[src/rtl/pwm_bank_note_end.sv]
// Holds no logic; the modulator bank lives in pwm_bank.sv.

[src/rtl/pwm_pkg.sv]
// Constants, register map and types shared by the modulator bank.
package pwm_pkg;

  localparam int NUM_CH = 4;
  localparam int CNT_W = 32;
  localparam int RPT_W = 8;
  localparam int ADR_W = 8;

  // Channel registers sit at channel * CH_STRIDE, global ones above GLOBAL_BIT.
  localparam logic [ADR_W-1:0] CH_STRIDE = 8'h20;
  localparam int GLOBAL_BIT = 7;
  localparam logic [2:0] REG_CTRL = 3'h0;
  localparam logic [2:0] REG_CMD = 3'h1;
  localparam logic [2:0] REG_PERIOD = 3'h2;
  localparam logic [2:0] REG_DURATION = 3'h3;
  localparam logic [2:0] REG_REPEAT = 3'h4;
  localparam logic [2:0] REG_COUNT = 3'h5;
  localparam logic [ADR_W-1:0] OFS_IRQ_STATUS = 8'h80;
  localparam logic [ADR_W-1:0] OFS_IRQ_MASK = 8'h84;

  // Control register fields.
  localparam int CTRL_ONESHOT = 0;
  localparam int CTRL_IDLE_LEVEL = 1;
  localparam int CTRL_TRIG_LSB = 2;
  localparam int CTRL_TRIG_FALLING = 4;
  localparam int CTRL_W = 5;

  // Command register fields; reading it returns the status fields.
  localparam int CMD_START = 0;
  localparam int CMD_STOP = 1;
  localparam int STAT_RUNNING = 0;
  localparam int STAT_OUTPUT = 1;

  // Interrupt status: low nibble period end, high nibble run done.
  localparam int IRQ_PERIOD_LSB = 0;
  localparam int IRQ_DONE_LSB = 4;
  localparam int IRQ_W = 8;

  localparam logic [CTRL_W-1:0] CTRL_RESET = 5'h00;
  localparam logic [CNT_W-1:0] PERIOD_RESET = 32'h00000000;
  localparam logic [CNT_W-1:0] DURATION_RESET = 32'h00000000;
  localparam logic [RPT_W-1:0] REPEAT_RESET = 8'h00;
  localparam logic [IRQ_W-1:0] IRQ_RESET = 8'h00;

  typedef enum logic [1:0] {TRIG_SOFTWARE, TRIG_HW_EVENT, TRIG_CAM_VSYNC, TRIG_NONE} trig_src_t;
  typedef enum {ST_IDLE, ST_RUN} run_state_t;

endpackage : pwm_pkg

[src/rtl/pwm_channel.sv]
// One modulator channel: period counter, phase compare and run control.
module pwm_channel #(
  parameter int CW = 32,
  parameter int RW = 8
) (
  input wire logic clk,
  input wire logic nrst,
  input wire logic oneshot,
  input wire logic idle_level,
  input wire logic [1:0] trig_src,
  input wire logic trig_falling,
  input wire logic sw_start,
  input wire logic sw_stop,
  input wire logic hw_event,
  input wire logic cam_vsync,
  input wire logic [CW-1:0] period_shadow,
  input wire logic [CW-1:0] duration_shadow,
  input wire logic [RW-1:0] repeat_count,
  output logic pwm_out,
  output logic running,
  output logic [CW-1:0] count,
  output logic period_end,
  output logic run_done
);

  pwm_pkg::run_state_t state;
  pwm_pkg::run_state_t next_state;
  logic trig_prev;
  logic [CW-1:0] period_act;
  logic [CW-1:0] duration_act;
  logic [RW-1:0] left;
  logic [CW-1:0] next_count;
  logic [CW-1:0] next_period;
  logic [CW-1:0] next_duration;
  logic [RW-1:0] next_left;
  logic next_period_end;
  logic next_run_done;
  logic next_pwm;

  wire src_level = (trig_src == pwm_pkg::TRIG_HW_EVENT) ? hw_event : cam_vsync;
  wire rise = src_level & ~trig_prev;
  wire fall = ~src_level & trig_prev;
  wire hw_src = (trig_src == pwm_pkg::TRIG_HW_EVENT) || (trig_src == pwm_pkg::TRIG_CAM_VSYNC);
  wire hw_trig = hw_src & (trig_falling ? fall : rise);
  wire start = sw_start | hw_trig;
  // A period of zero behaves as one cycle so the counter can never run away.
  wire last = ({1'b0, count} + {{CW{1'b0}}, 1'b1}) >= {1'b0, period_act};
  wire finish = oneshot & (left == {RW{1'b0}});

  always_comb
  begin
    next_state = state;
    next_count = count;
    next_period = period_act;
    next_duration = duration_act;
    next_left = left;
    next_period_end = 1'b0;
    next_run_done = 1'b0;
    case (state)
      pwm_pkg::ST_IDLE:
        if (start)
        begin
          next_state = pwm_pkg::ST_RUN;
          next_count = {CW{1'b0}};
          next_period = period_shadow;
          next_duration = duration_shadow;
          next_left = repeat_count;
        end
      pwm_pkg::ST_RUN:
        if (sw_stop)
        begin
          next_state = pwm_pkg::ST_IDLE;
          next_run_done = 1'b1;
        end
        else if (last)
        begin
          next_period_end = 1'b1;
          next_count = {CW{1'b0}};
          next_period = period_shadow;
          next_duration = duration_shadow;
          if (finish)
          begin
            next_state = pwm_pkg::ST_IDLE;
            next_run_done = 1'b1;
          end
          else if (oneshot)
            next_left = left - {{(RW-1){1'b0}}, 1'b1};
        end
        else
          next_count = count + {{(CW-1){1'b0}}, 1'b1};
      default:
        next_state = pwm_pkg::ST_IDLE;
    endcase
  end

  // First phase drives the opposite of the idle level, second phase the idle level.
  assign next_pwm = (next_state == pwm_pkg::ST_RUN && next_count < next_duration) ?
                    ~idle_level : idle_level;

  always_ff @(posedge clk or negedge nrst)
  begin
    if (!nrst)
    begin
      state <= pwm_pkg::ST_IDLE;
      trig_prev <= 1'b0;
      count <= {CW{1'b0}};
      period_act <= {CW{1'b0}};
      duration_act <= {CW{1'b0}};
      left <= {RW{1'b0}};
      pwm_out <= 1'b0;
      period_end <= 1'b0;
      run_done <= 1'b0;
    end
    else
    begin
      state <= next_state;
      trig_prev <= src_level;
      count <= next_count;
      period_act <= next_period;
      duration_act <= next_duration;
      left <= next_left;
      pwm_out <= next_pwm;
      period_end <= next_period_end;
      run_done <= next_run_done;
    end
  end

  assign running = (state == pwm_pkg::ST_RUN);

endmodule : pwm_channel

[src/rtl/pwm_bank.sv]
// Bank of four modulator channels behind a classic Wishbone slave.
module pwm_bank #(
  parameter int NUM = pwm_pkg::NUM_CH
) (
  input wire logic SYS_CLK,
  input wire logic NRST,
  input wire logic WB_CYC_I,
  input wire logic WB_STB_I,
  input wire logic WB_WE_I,
  input wire logic [pwm_pkg::ADR_W-1:0] WB_ADR_I,
  input wire logic [3:0] WB_SEL_I,
  input wire logic [31:0] WB_DAT_I,
  output logic [31:0] WB_DAT_O,
  output logic WB_ACK_O,
  input wire logic [NUM-1:0] HW_EVENT,
  input wire logic CAMERA_VERTICAL_SYNC,
  output logic [NUM-1:0] MODULATOR_OUTPUT_PIN,
  output logic [NUM-1:0] DMA_SYNC_EVENT,
  output logic IRQ
);

  localparam int CW = pwm_pkg::CNT_W;
  localparam int RW = pwm_pkg::RPT_W;
  localparam int IW = pwm_pkg::IRQ_W;

  // The address map and interrupt layout have room for exactly four channels.
  if (NUM != pwm_pkg::NUM_CH)
  begin : g_num_check
    $error("pwm_bank supports exactly four channels");
  end

  // Merge a write into a stored word lane by lane.
  function automatic logic [31:0] merge(input logic [31:0] old, input logic [31:0] data,
                                        input logic [3:0] sel);
    logic [31:0] res;
    res = old;
    for (int b = 0; b < 4; b++)
    begin
      if (sel[b])
        res[b*8 +: 8] = data[b*8 +: 8];
    end
    return res;
  endfunction : merge

  // Configuration storage, one set per channel.
  logic [pwm_pkg::CTRL_W-1:0] ctrl [NUM];
  logic [CW-1:0] period_sh [NUM];
  logic [CW-1:0] duration_sh [NUM];
  logic [RW-1:0] repeat_sh [NUM];
  logic [NUM-1:0] start_pulse;
  logic [NUM-1:0] stop_pulse;
  logic [IW-1:0] irq_status;
  logic [IW-1:0] irq_mask;

  // Two-stage synchronisers for the pins that come from other clock domains.
  logic [NUM-1:0] hw_meta;
  logic [NUM-1:0] hw_sync;
  logic vs_meta;
  logic vs_sync;

  // Channel outputs.
  logic [NUM-1:0] pwm_w;
  logic [NUM-1:0] running_w;
  logic [NUM-1:0] period_end_w;
  logic [NUM-1:0] done_w;
  logic [CW-1:0] count_w [NUM];

  // Bus decode.
  wire req = WB_CYC_I & WB_STB_I;
  wire wr_go = req & WB_WE_I & WB_ACK_O;
  wire is_global = WB_ADR_I[pwm_pkg::GLOBAL_BIT];
  wire [1:0] ch_sel = WB_ADR_I[6:5];
  wire [2:0] reg_sel = WB_ADR_I[4:2];
  wire word_ok = (WB_ADR_I[1:0] == 2'h0);
  wire hit_status = word_ok & (WB_ADR_I == pwm_pkg::OFS_IRQ_STATUS);
  wire hit_mask = word_ok & (WB_ADR_I == pwm_pkg::OFS_IRQ_MASK);
  wire ch_hit = word_ok & ~is_global;
  wire wr_ctrl = wr_go & ch_hit & (reg_sel == pwm_pkg::REG_CTRL);
  wire wr_cmd = wr_go & ch_hit & (reg_sel == pwm_pkg::REG_CMD);
  wire wr_period = wr_go & ch_hit & (reg_sel == pwm_pkg::REG_PERIOD);
  wire wr_duration = wr_go & ch_hit & (reg_sel == pwm_pkg::REG_DURATION);
  wire wr_repeat = wr_go & ch_hit & (reg_sel == pwm_pkg::REG_REPEAT);
  wire wr_status = wr_go & hit_status;
  wire wr_mask = wr_go & hit_mask;
  wire [31:0] cmd_word = merge(32'h00000000, WB_DAT_I, WB_SEL_I);
  // Narrow registers are widened to a word, merged, then cut back to their own width.
  wire [31:0] ctrl_word = merge({{(32-pwm_pkg::CTRL_W){1'b0}}, ctrl[ch_sel]}, WB_DAT_I,
                                WB_SEL_I);
  wire [31:0] repeat_word = merge({{(32-RW){1'b0}}, repeat_sh[ch_sel]}, WB_DAT_I, WB_SEL_I);

  // Interrupt events and write-one-to-clear; a new event beats a clear.
  wire [IW-1:0] irq_set = {done_w, period_end_w};
  wire [IW-1:0] irq_clr = wr_status ? cmd_word[IW-1:0] : {IW{1'b0}};
  wire [IW-1:0] next_status = (irq_status & ~irq_clr) | irq_set;
  wire [31:0] mask_word = merge({{(32-IW){1'b0}}, irq_mask}, WB_DAT_I, WB_SEL_I);

  // Read multiplexer.
  logic [31:0] ch_rdata;
  always_comb
  begin
    ch_rdata = 32'h00000000;
    case (reg_sel)
      pwm_pkg::REG_CTRL:
        ch_rdata[pwm_pkg::CTRL_W-1:0] = ctrl[ch_sel];
      pwm_pkg::REG_CMD:
      begin
        ch_rdata[pwm_pkg::STAT_RUNNING] = running_w[ch_sel];
        ch_rdata[pwm_pkg::STAT_OUTPUT] = pwm_w[ch_sel];
      end
      pwm_pkg::REG_PERIOD:
        ch_rdata = period_sh[ch_sel];
      pwm_pkg::REG_DURATION:
        ch_rdata = duration_sh[ch_sel];
      pwm_pkg::REG_REPEAT:
        ch_rdata[RW-1:0] = repeat_sh[ch_sel];
      pwm_pkg::REG_COUNT:
        ch_rdata = count_w[ch_sel];
      default:
        ch_rdata = 32'h00000000;
    endcase
  end

  // Unmapped addresses still answer, with zero, so the master never hangs.
  wire [31:0] rdata = ch_hit ? ch_rdata :
                      hit_status ? {{(32-IW){1'b0}}, irq_status} :
                      hit_mask ? {{(32-IW){1'b0}}, irq_mask} : 32'h00000000;

  // Acknowledge one cycle after the request; writes land on the acked edge.
  always_ff @(posedge SYS_CLK or negedge NRST)
  begin
    if (!NRST)
    begin
      WB_ACK_O <= 1'b0;
      WB_DAT_O <= 32'h00000000;
    end
    else
    begin
      WB_ACK_O <= req & ~WB_ACK_O;
      WB_DAT_O <= (req & ~WB_ACK_O) ? rdata : 32'h00000000;
    end
  end

  always_ff @(posedge SYS_CLK or negedge NRST)
  begin
    if (!NRST)
    begin
      hw_meta <= {NUM{1'b0}};
      hw_sync <= {NUM{1'b0}};
      vs_meta <= 1'b0;
      vs_sync <= 1'b0;
    end
    else
    begin
      hw_meta <= HW_EVENT;
      hw_sync <= hw_meta;
      vs_meta <= CAMERA_VERTICAL_SYNC;
      vs_sync <= vs_meta;
    end
  end

  // Software writes to period, duration and repeat only touch the shadow copies; ctrl acts at once.
  always_ff @(posedge SYS_CLK or negedge NRST)
  begin
    if (!NRST)
    begin
      for (int i = 0; i < NUM; i++)
      begin
        ctrl[i] <= pwm_pkg::CTRL_RESET;
        period_sh[i] <= pwm_pkg::PERIOD_RESET;
        duration_sh[i] <= pwm_pkg::DURATION_RESET;
        repeat_sh[i] <= pwm_pkg::REPEAT_RESET;
      end
    end
    else
    begin
      for (int i = 0; i < NUM; i++)
      begin
        if (ch_sel == 2'(i))
        begin
          if (wr_ctrl)
            ctrl[i] <= ctrl_word[pwm_pkg::CTRL_W-1:0];
          if (wr_period)
            period_sh[i] <= merge(period_sh[i], WB_DAT_I, WB_SEL_I);
          if (wr_duration)
            duration_sh[i] <= merge(duration_sh[i], WB_DAT_I, WB_SEL_I);
          if (wr_repeat)
            repeat_sh[i] <= repeat_word[RW-1:0];
        end
      end
    end
  end

  always_ff @(posedge SYS_CLK or negedge NRST)
  begin
    if (!NRST)
    begin
      start_pulse <= {NUM{1'b0}};
      stop_pulse <= {NUM{1'b0}};
    end
    else
    begin
      for (int i = 0; i < NUM; i++)
      begin
        start_pulse[i] <= wr_cmd & (ch_sel == 2'(i)) & cmd_word[pwm_pkg::CMD_START];
        stop_pulse[i] <= wr_cmd & (ch_sel == 2'(i)) & cmd_word[pwm_pkg::CMD_STOP];
      end
    end
  end

  always_ff @(posedge SYS_CLK or negedge NRST)
  begin
    if (!NRST)
    begin
      irq_status <= pwm_pkg::IRQ_RESET;
      irq_mask <= pwm_pkg::IRQ_RESET;
      IRQ <= 1'b0;
    end
    else
    begin
      irq_status <= next_status;
      if (wr_mask)
        irq_mask <= mask_word[IW-1:0];
      IRQ <= |(next_status & (wr_mask ? mask_word[IW-1:0] : irq_mask));
    end
  end

  // Every channel has private state and an equal choice of trigger sources.
  for (genvar g = 0; g < NUM; g++)
  begin : g_ch
    pwm_channel #(
      .CW(CW),
      .RW(RW)
    ) u_channel (
      .clk(SYS_CLK),
      .nrst(NRST),
      .oneshot(ctrl[g][pwm_pkg::CTRL_ONESHOT]),
      .idle_level(ctrl[g][pwm_pkg::CTRL_IDLE_LEVEL]),
      .trig_src(ctrl[g][pwm_pkg::CTRL_TRIG_LSB +: 2]),
      .trig_falling(ctrl[g][pwm_pkg::CTRL_TRIG_FALLING]),
      .sw_start(start_pulse[g]),
      .sw_stop(stop_pulse[g]),
      .hw_event(hw_sync[g]),
      .cam_vsync(vs_sync),
      .period_shadow(period_sh[g]),
      .duration_shadow(duration_sh[g]),
      .repeat_count(repeat_sh[g]),
      .pwm_out(pwm_w[g]),
      .running(running_w[g]),
      .count(count_w[g]),
      .period_end(period_end_w[g]),
      .run_done(done_w[g])
    );
  end

  // Outputs are the channel flip-flops themselves.
  assign MODULATOR_OUTPUT_PIN = pwm_w;
  assign DMA_SYNC_EVENT = period_end_w;

endmodule : pwm_bank

[config.mk]
export PLATFORM = sky130hd
export DESIGN_NAME = pwm_bank
export DESIGN_NICKNAME = d
export VERILOG_FILES = /design/src/rtl/pwm_bank_note_end.sv /design/src/rtl/pwm_pkg.sv /design/src/rtl/pwm_channel.sv /design/src/rtl/pwm_bank.sv
export SDC_FILE = /design/constraint.sdc
export NUM_CORES = 2
export LEC_CHECK = 0
export ABC_AREA = 1
export BUFFER_PORTS_ARGS = -buffer_cell sky130_fd_sc_hd__buf_4
export CAP_MARGIN = 20
export CORE_AREA = 5 5 305 307
export DETAILED_ROUTE_END_ITERATION = 8
export DIE_AREA = 0 0 310 312
export PLACE_DENSITY_LB_ADDON = 0.05
export SYNTH_ARGS = -nofsm -noshare
export SYNTH_HDL_FRONTEND = slang
export SYNTH_SLANG_ARGS = --single-unit
[constraint.sdc]
create_clock -name SYS_CLK -period 7.4 [get_ports SYS_CLK]
set_clock_uncertainty 0.1 [all_clocks]
set_input_delay 0.74 -clock SYS_CLK [delete_from_list [all_inputs] [get_ports SYS_CLK]]
set_output_delay 0.74 -clock SYS_CLK [all_outputs]
set_load 0.03 [all_outputs]
Yosys cells after proc, flatten, opt, wreduce, memory -nomap -nowiden
Cells that the tools add are included.
{ "word_totals": {"reg_bits": 936, "input_bits": 54, "elab_cells": 462} }
{ "classes": {"addsub": 12, "magnitude_cmp": 10, "n_eq_ne": 50, "muxes": 165, "n_bitwise": 66, "reduce_logical": 72} }
{ "op_table": {"columns": ["cell", "n"], "rows": [
  ["$mux W32", 60],
  ["$pmux W32 S2", 16],
  ["$eq A32 B2 Y1 const B", 8],
  ["$mux W8", 29],
  ["$bmux W32 S2", 3],
  ["$add A32 B1 Y33 const B", 4],
  ["$ge A33 B32 Y1", 4],
  ["$add A32 B1 Y32 const B", 4],
  ["$eq A32 B1 Y1 const B", 4],
  ["$logic_not A32 Y1", 4],
  ["$lt A32 B32 Y1", 4],
  ["$reduce_and A3 Y1", 32],
  ["$pmux W24 S3", 1],
  ["$pmux W8 S2", 4],
  ["$and A1 B1 Y1", 43],
  ["$mux W1", 42],
  ["$logic_not A8 Y1", 4],
  ["$sub A8 B1 Y8 const B", 4],
  ["$ne A2 B2 Y1 const B", 12],
  ["$reduce_and A6 Y1", 4],
  ["$and A8 B8 Y8", 2],
  ["$bmux W8 S2", 1],
  ["$eq A8 B8 Y1 const B", 2],
  ["$ne A2 B1 Y1 const B", 8],
  ["26 further kinds", 76]
]} }

Logic depth before layout (Yosys ltp)
{ "logic_depth": {"depth_word": 12, "mapped_depth": 47} }

Cells and area by module
A second synthesis with hierarchy kept.
{ "hier_totals": {"hier_cells": 6019, "area_unflattened_um2": 49691.4} }
{ "by_module_without_submodules": {"columns": ["mod", "instances", "cells_each", "area_each_um2"], "rows": [
  ["pwm_bank", 1, 2039, 17242.8],
  ["pwm_channel at g_ch[1].u_channel ...", 2, 985, 8076.5],
  ["pwm_channel at g_ch[0].u_channel", 1, 992, 8177.8],
  ["pwm_channel at g_ch[3].u_channel", 1, 1018, 8117.8]
]} }

Least setup slack after synthesis
No wires, ideal clock.
{ "synth_path": {"path_kind": "register to register", "startpoint": "register g_ch[1].u_channel.count[0]", "endpoint": "register g_ch[1].u_channel.pwm_out", "arrival_time_ps": 5220, "t_required_ps": 7187, "path_slack_ps": 1967, "stages_incl_launch_ff": 37, "path_buffers": 1, "synth_period_minus_slack_ps": 5433, "path_cell_list": "dfrtp_1 > ha_1 > nand2_1 > inv_1 > nand3_2 > nor2_2 > inv_2 > nor3_4 > nand3_2 > nor4_2 > nand2_1 > nor3_2 > nand3_2 > nor3_2 > nand2_1 > xor2_1 > clkinv_1 > ha_1 > nand2_1 > inv_1 > o21ai_0 > nand3b_1 > a21oi_1 > nand3_4 > o21ai_2 > inv_1 > buf_2 > o32ai_1 > ha_1 > nand2_1 > nor2_1 > a211oi_1 > o221ai_1 > a221oi_1 > nand3_1 > nand2_1 > inv_1"} }
{ "synth_between": {"elab_chain_len": 8} }
{ "synth_rtl": {"columns": ["element", "line_no", "rtl"], "rows": [
  ["start: declaration", "pwm_channel.sv:21", "output logic [CW-1:0] count,"],
  ["start signal: assignment", "pwm_channel.sv:106", "count <= {CW{1'b0}};"],
  ["start signal: assignment", "pwm_channel.sv:118", "count <= next_count;"],
  ["$add A32 B1 Y33", "pwm_channel.sv:47", "wire last = ({1'b0, count} + {{CW{1'b0}}, 1'b1}) >= {1'b0, period_act};"],
  ["$ge A33 B32 Y1", "pwm_channel.sv:47", null],
  ["$mux W32 *", "pwm_channel.sv:75", "else if (last)"],
  ["$mux W32 *", "pwm_channel.sv:70", "if (sw_stop)"],
  ["$pmux W32 S2 *", "pwm_channel.sv:59", "case (state)"],
  ["named net g_ch[1].u_channel.next_count[18]", "pwm_channel.sv:32", "logic [CW-1:0] next_count;"],
  ["$lt A32 B32 Y1 *", "pwm_channel.sv:97", "assign next_pwm = (next_state == pwm_pkg::ST_RUN && next_count < next_duration) ?"],
  ["$logic_and A1 B1 Y1 *", "pwm_channel.sv:97", null],
  ["$mux W1 *", "pwm_channel.sv:97", null],
  ["named net g_ch[1].u_channel.next_pwm", "pwm_channel.sv:38", "logic next_pwm;"],
  ["end signal: assignment", "pwm_channel.sv:122", "pwm_out <= next_pwm;"],
  ["end: declaration", "pwm_channel.sv:19", "output logic pwm_out,"]
]} }
Mark *: on every way through the listed nets, which the timed path passes. The rest lies on a longest branch.
A chain may end at the register's enable or synchronous reset.

Worst setup path after layout
Ends and elaborated chain as after synthesis.

==> run_results.csv <==
group,metric,value,unit
outcome,status,"complete, no violations",
clocking,max-clock-path-buffers,3,
timing,worst_pin_slew,1.091,ns
grt,grt.met2_usage,0.4986,
synth,ys_seq_area_frac,0.4770,
power,ir_worst_vdd,0.0002254,V
grt,grt_pass1_vias,38848,
power,p_per_area,196.9,mW/mm²
floorplanning,die_y,312,µm
setup_path,cpMostUsedCell,"nand2_1",
setup_path,end_kind,"flip-flop",
setup_path,worst-path-max-fanout,15,
power,p_int,8.334,mW
power,p_leak,25.79,nW
detailed_routing,routed_wl,162900,µm
place,hpwl,123100,µm
place,gp_congestion,0.9842,
hold_path,hp-class,"in2reg",
synth,avgSynthCellArea,8.380,µm²
detailed_routing,drc,0,
floorplanning,core,0.08974,mm²
setup_path,required,7.89,ns
synth,ys_ff_latch,936,
timing,fmax,147.4,MHz
timing,min_period_over_period,0.9170,
final_layout,final_nets,6343,
power,p_sw_frac,0.2285,
grt,met3_usage,0.05329,
synth,yosysWarnings,0,
synth,synth_cell_types,73,
grt,antenna_found_initial,4,
grt,overflow,0,
final_layout,final_cell_mix,"nand2_1 (1,159), inv_1 (996), dfrtp_1 (936), o21ai_0 (797), nor2_1 (360)",
power,power.switching,2.468,mW
setup_path,cp_slowest_cell,"a2111oi_0",
timing,fin_tns_setup,0,ns
timing,min_period,6.786,ns
detailed_routing,vias,41047,
power,pwr-share-comb,0.032,
detailed_routing,dr.pass1.iters,6,
setup_path,r2r_slack,0.61,ns
detailed_routing,drt_iter0_drc,4646,
clocking,cts_root_buffer,"clkbuf_16",
clocking,htree_levels,3,
timing,rsz0062_at_grt,"no",
floorplanning,io_pins,96,
synth,synth_cells,5860,
power,seqPwrFrac,0.480,
power,fin_total_pwr,10.80,mW
detailed_routing,ant_nets,0,
timing,drv_slew,0,
setup_path,path_class,"reg2reg",
synth,synth_flop_cell,"dfrtp_1",
timing,hold_violations,0,
timing,relSlewSlack,0.2652,
detailed_routing,viasPerCell,5.638,
grt,top_usage_layer,"met2",
synth,syn-cell-area,0.04911,mm²
floorplanning,num_rows,110,
final_layout,final_common_cell,"nand2_1",
setup_path,cp-start-kind,"flip-flop",
detailed_routing,routedWlPerCell,22.37,µm
grt,track_usage,0.3327,
floorplanning,die_area,0.09672,mm²
grt,grt_pass1_wl,243400,µm
clocking,cts_buffers,103,
setup_path,critical_path_arrival,7.27,ns
place,port-buffer-count,95,
setup_path,slowest_delay,0.52,ns
timing,final-setup-viol-count,0,
clocking,cts_tree,"built",
final_layout,final_util,0.6115,
synth,synthArstFlopShare,1.000,
final_layout,final_layout_size_suffix_gt1_frac,0.07734,
synth,synth_edf_count,0,
final_layout,syn_to_final_growth,11.74,%
clocking,clock_latency,0.71,ns
job,max-cap-violations,0,
power,pwr-share-clk,0.488,
clocking,numClockSinks,936,
clocking,clk_pin_slew_worst_paths,0.06,ns
floorplanning,initial_utilization,0.5473,
grt,grt_max_degree,161,
floorplanning,die_w,310,µm
grt,met1_usage,0.4728,
worst paths after layout:
path / to / depth (start not counted) / from
min in group asynchronous: g_ch[3].u_channel.period_act[21] / 2 / NRST
worst max-delay path: g_ch[1].u_channel.pwm_out / 37 / g_ch[1].u_channel.count[0]
worst min-delay path: hw_meta[3] / 1 / HW_EVENT[3]
max in group asynchronous: g_ch[1].u_channel.state[29] / 3 / NRST
worst max register to register: g_ch[1].u_channel.pwm_out / 37 / g_ch[1].u_channel.count[0]
worst min register to register: hw_sync[2] / 0 / hw_meta[2]
synthesized netlist by cell type (15+ instances only):
cell type  number  area share
a221oi_1       24      0.0043
mux2_2         38      0.0087
nor4_1         37      0.0047
inv_1        1001       0.077
dfrtp_1       936        0.48
a21oi_1       165       0.017
nand3_1        99       0.010
o22ai_1       155       0.020
xor2_1         91       0.016
buf_2          16      0.0016
nor2_1        363       0.028
nand4_1        48      0.0061
nor2_2         20      0.0025
clkbuf_1      156       0.012
o21ai_0       797       0.081
a211oi_1       15      0.0023
buf_1          23      0.0018
ha_1          264       0.067
o32ai_1        65       0.012
nand2_1      1162       0.089
nor3_1         59      0.0060
a22oi_1        68       0.010
through the flow:
stage | area (µm²) | hold slack (ns) | instances | worst slack [ns]
floorplan | 49570 | 0.2312 | 5983 | 1.967
global placement | 51300 | 0.2321 | 7088 | 0.2652
detailed placement | 51300 | 0.2347 | 7089 | 0.5145
CTS | 54760 | 0.005897 | 7273 | 0.4843
global route | 54870 | 0.01974 | 7279 | 0.007588
finish | 54870 | 0.04944 | 7280 | 0.6141
critical path, delay by kind of cell (launching register included):
| kind | cells | cell delay [ns] |
|---|---|---|
| adder cells (fa/ha/maj) | 3 | 0.82 |
| AND/OR/NAND/NOR | 20 | 2.56 |
| XOR/XNOR | 1 | 0.15 |
| flip-flops | 1 | 0.44 |
| buffers and inverters | 7 | 0.81 |
| AO/OA/AOI/OAI | 6 | 1.78 |
layer usage:
layer,routed length [µm],vias to the layer above
met5,0,-
met4,9765,0
met3,13000,359
met2,70930,1795
met1,69170,19464
li1,-,19429
repair_timing:
action	4_1_cts	5_1_grt
hold endpoints to repair	49	0
endpoints found under the setup margin	0	2
gates resized for setup	0	9
hold buffers	1	0
buffers inserted	0	5
area by class of cell:
class | count | area [µm²]
fill | 8057 | 34860
sequential | 936 | 23420
multi-input combinational | 3814 | 21450
inverter | 1019 | 3832
clock buffer | 153 | 2999
tap | 1176 | 1471
timing repair buffer | 151 | 1247
clock inverter | 30 | 449.2
antenna | 1 | 2.502
cells by family after synthesis:
group,count (synthesis),synth area share
other,1,0.00007636
flip-flops,936,0.4770
adder cells (fa/ha/maj),264,0.06726
AND/OR/NAND/NOR,1888,0.1676
buffers and inverters,1233,0.09715
AO/OA/AOI/OAI,1396,0.1636
multiplexers,39,0.008917
XOR/XNOR,103,0.01837
power by group through the flow:
stage          clock [mW]  sequential (mW)  combinational, mW
2_1_floorplan           0             5.27              0.108
3_3_place_gp            0             5.27              0.344
3_5_place_dp            0             5.28              0.344
4_1_cts              5.36             5.18              0.346
5_1_grt              5.58             5.18              0.378
6_report             5.27             5.18              0.346
state kept, by name (all words and copies together) (netlist names), 8 cells and up:
signal                       flops
irq_mask                         8
repeat_sh                       32
g_ch.u_channel.left             32
g_ch.u_channel.period_act      128
period_sh                      128
irq_status                       8
g_ch.u_channel.duration_act    128
duration_sh                    128
g_ch.u_channel.count           128
g_ch.u_channel.state           128
WB_DAT_O                        32
ctrl                            20
Note: power is estimated with default switching activity, not from simulation.
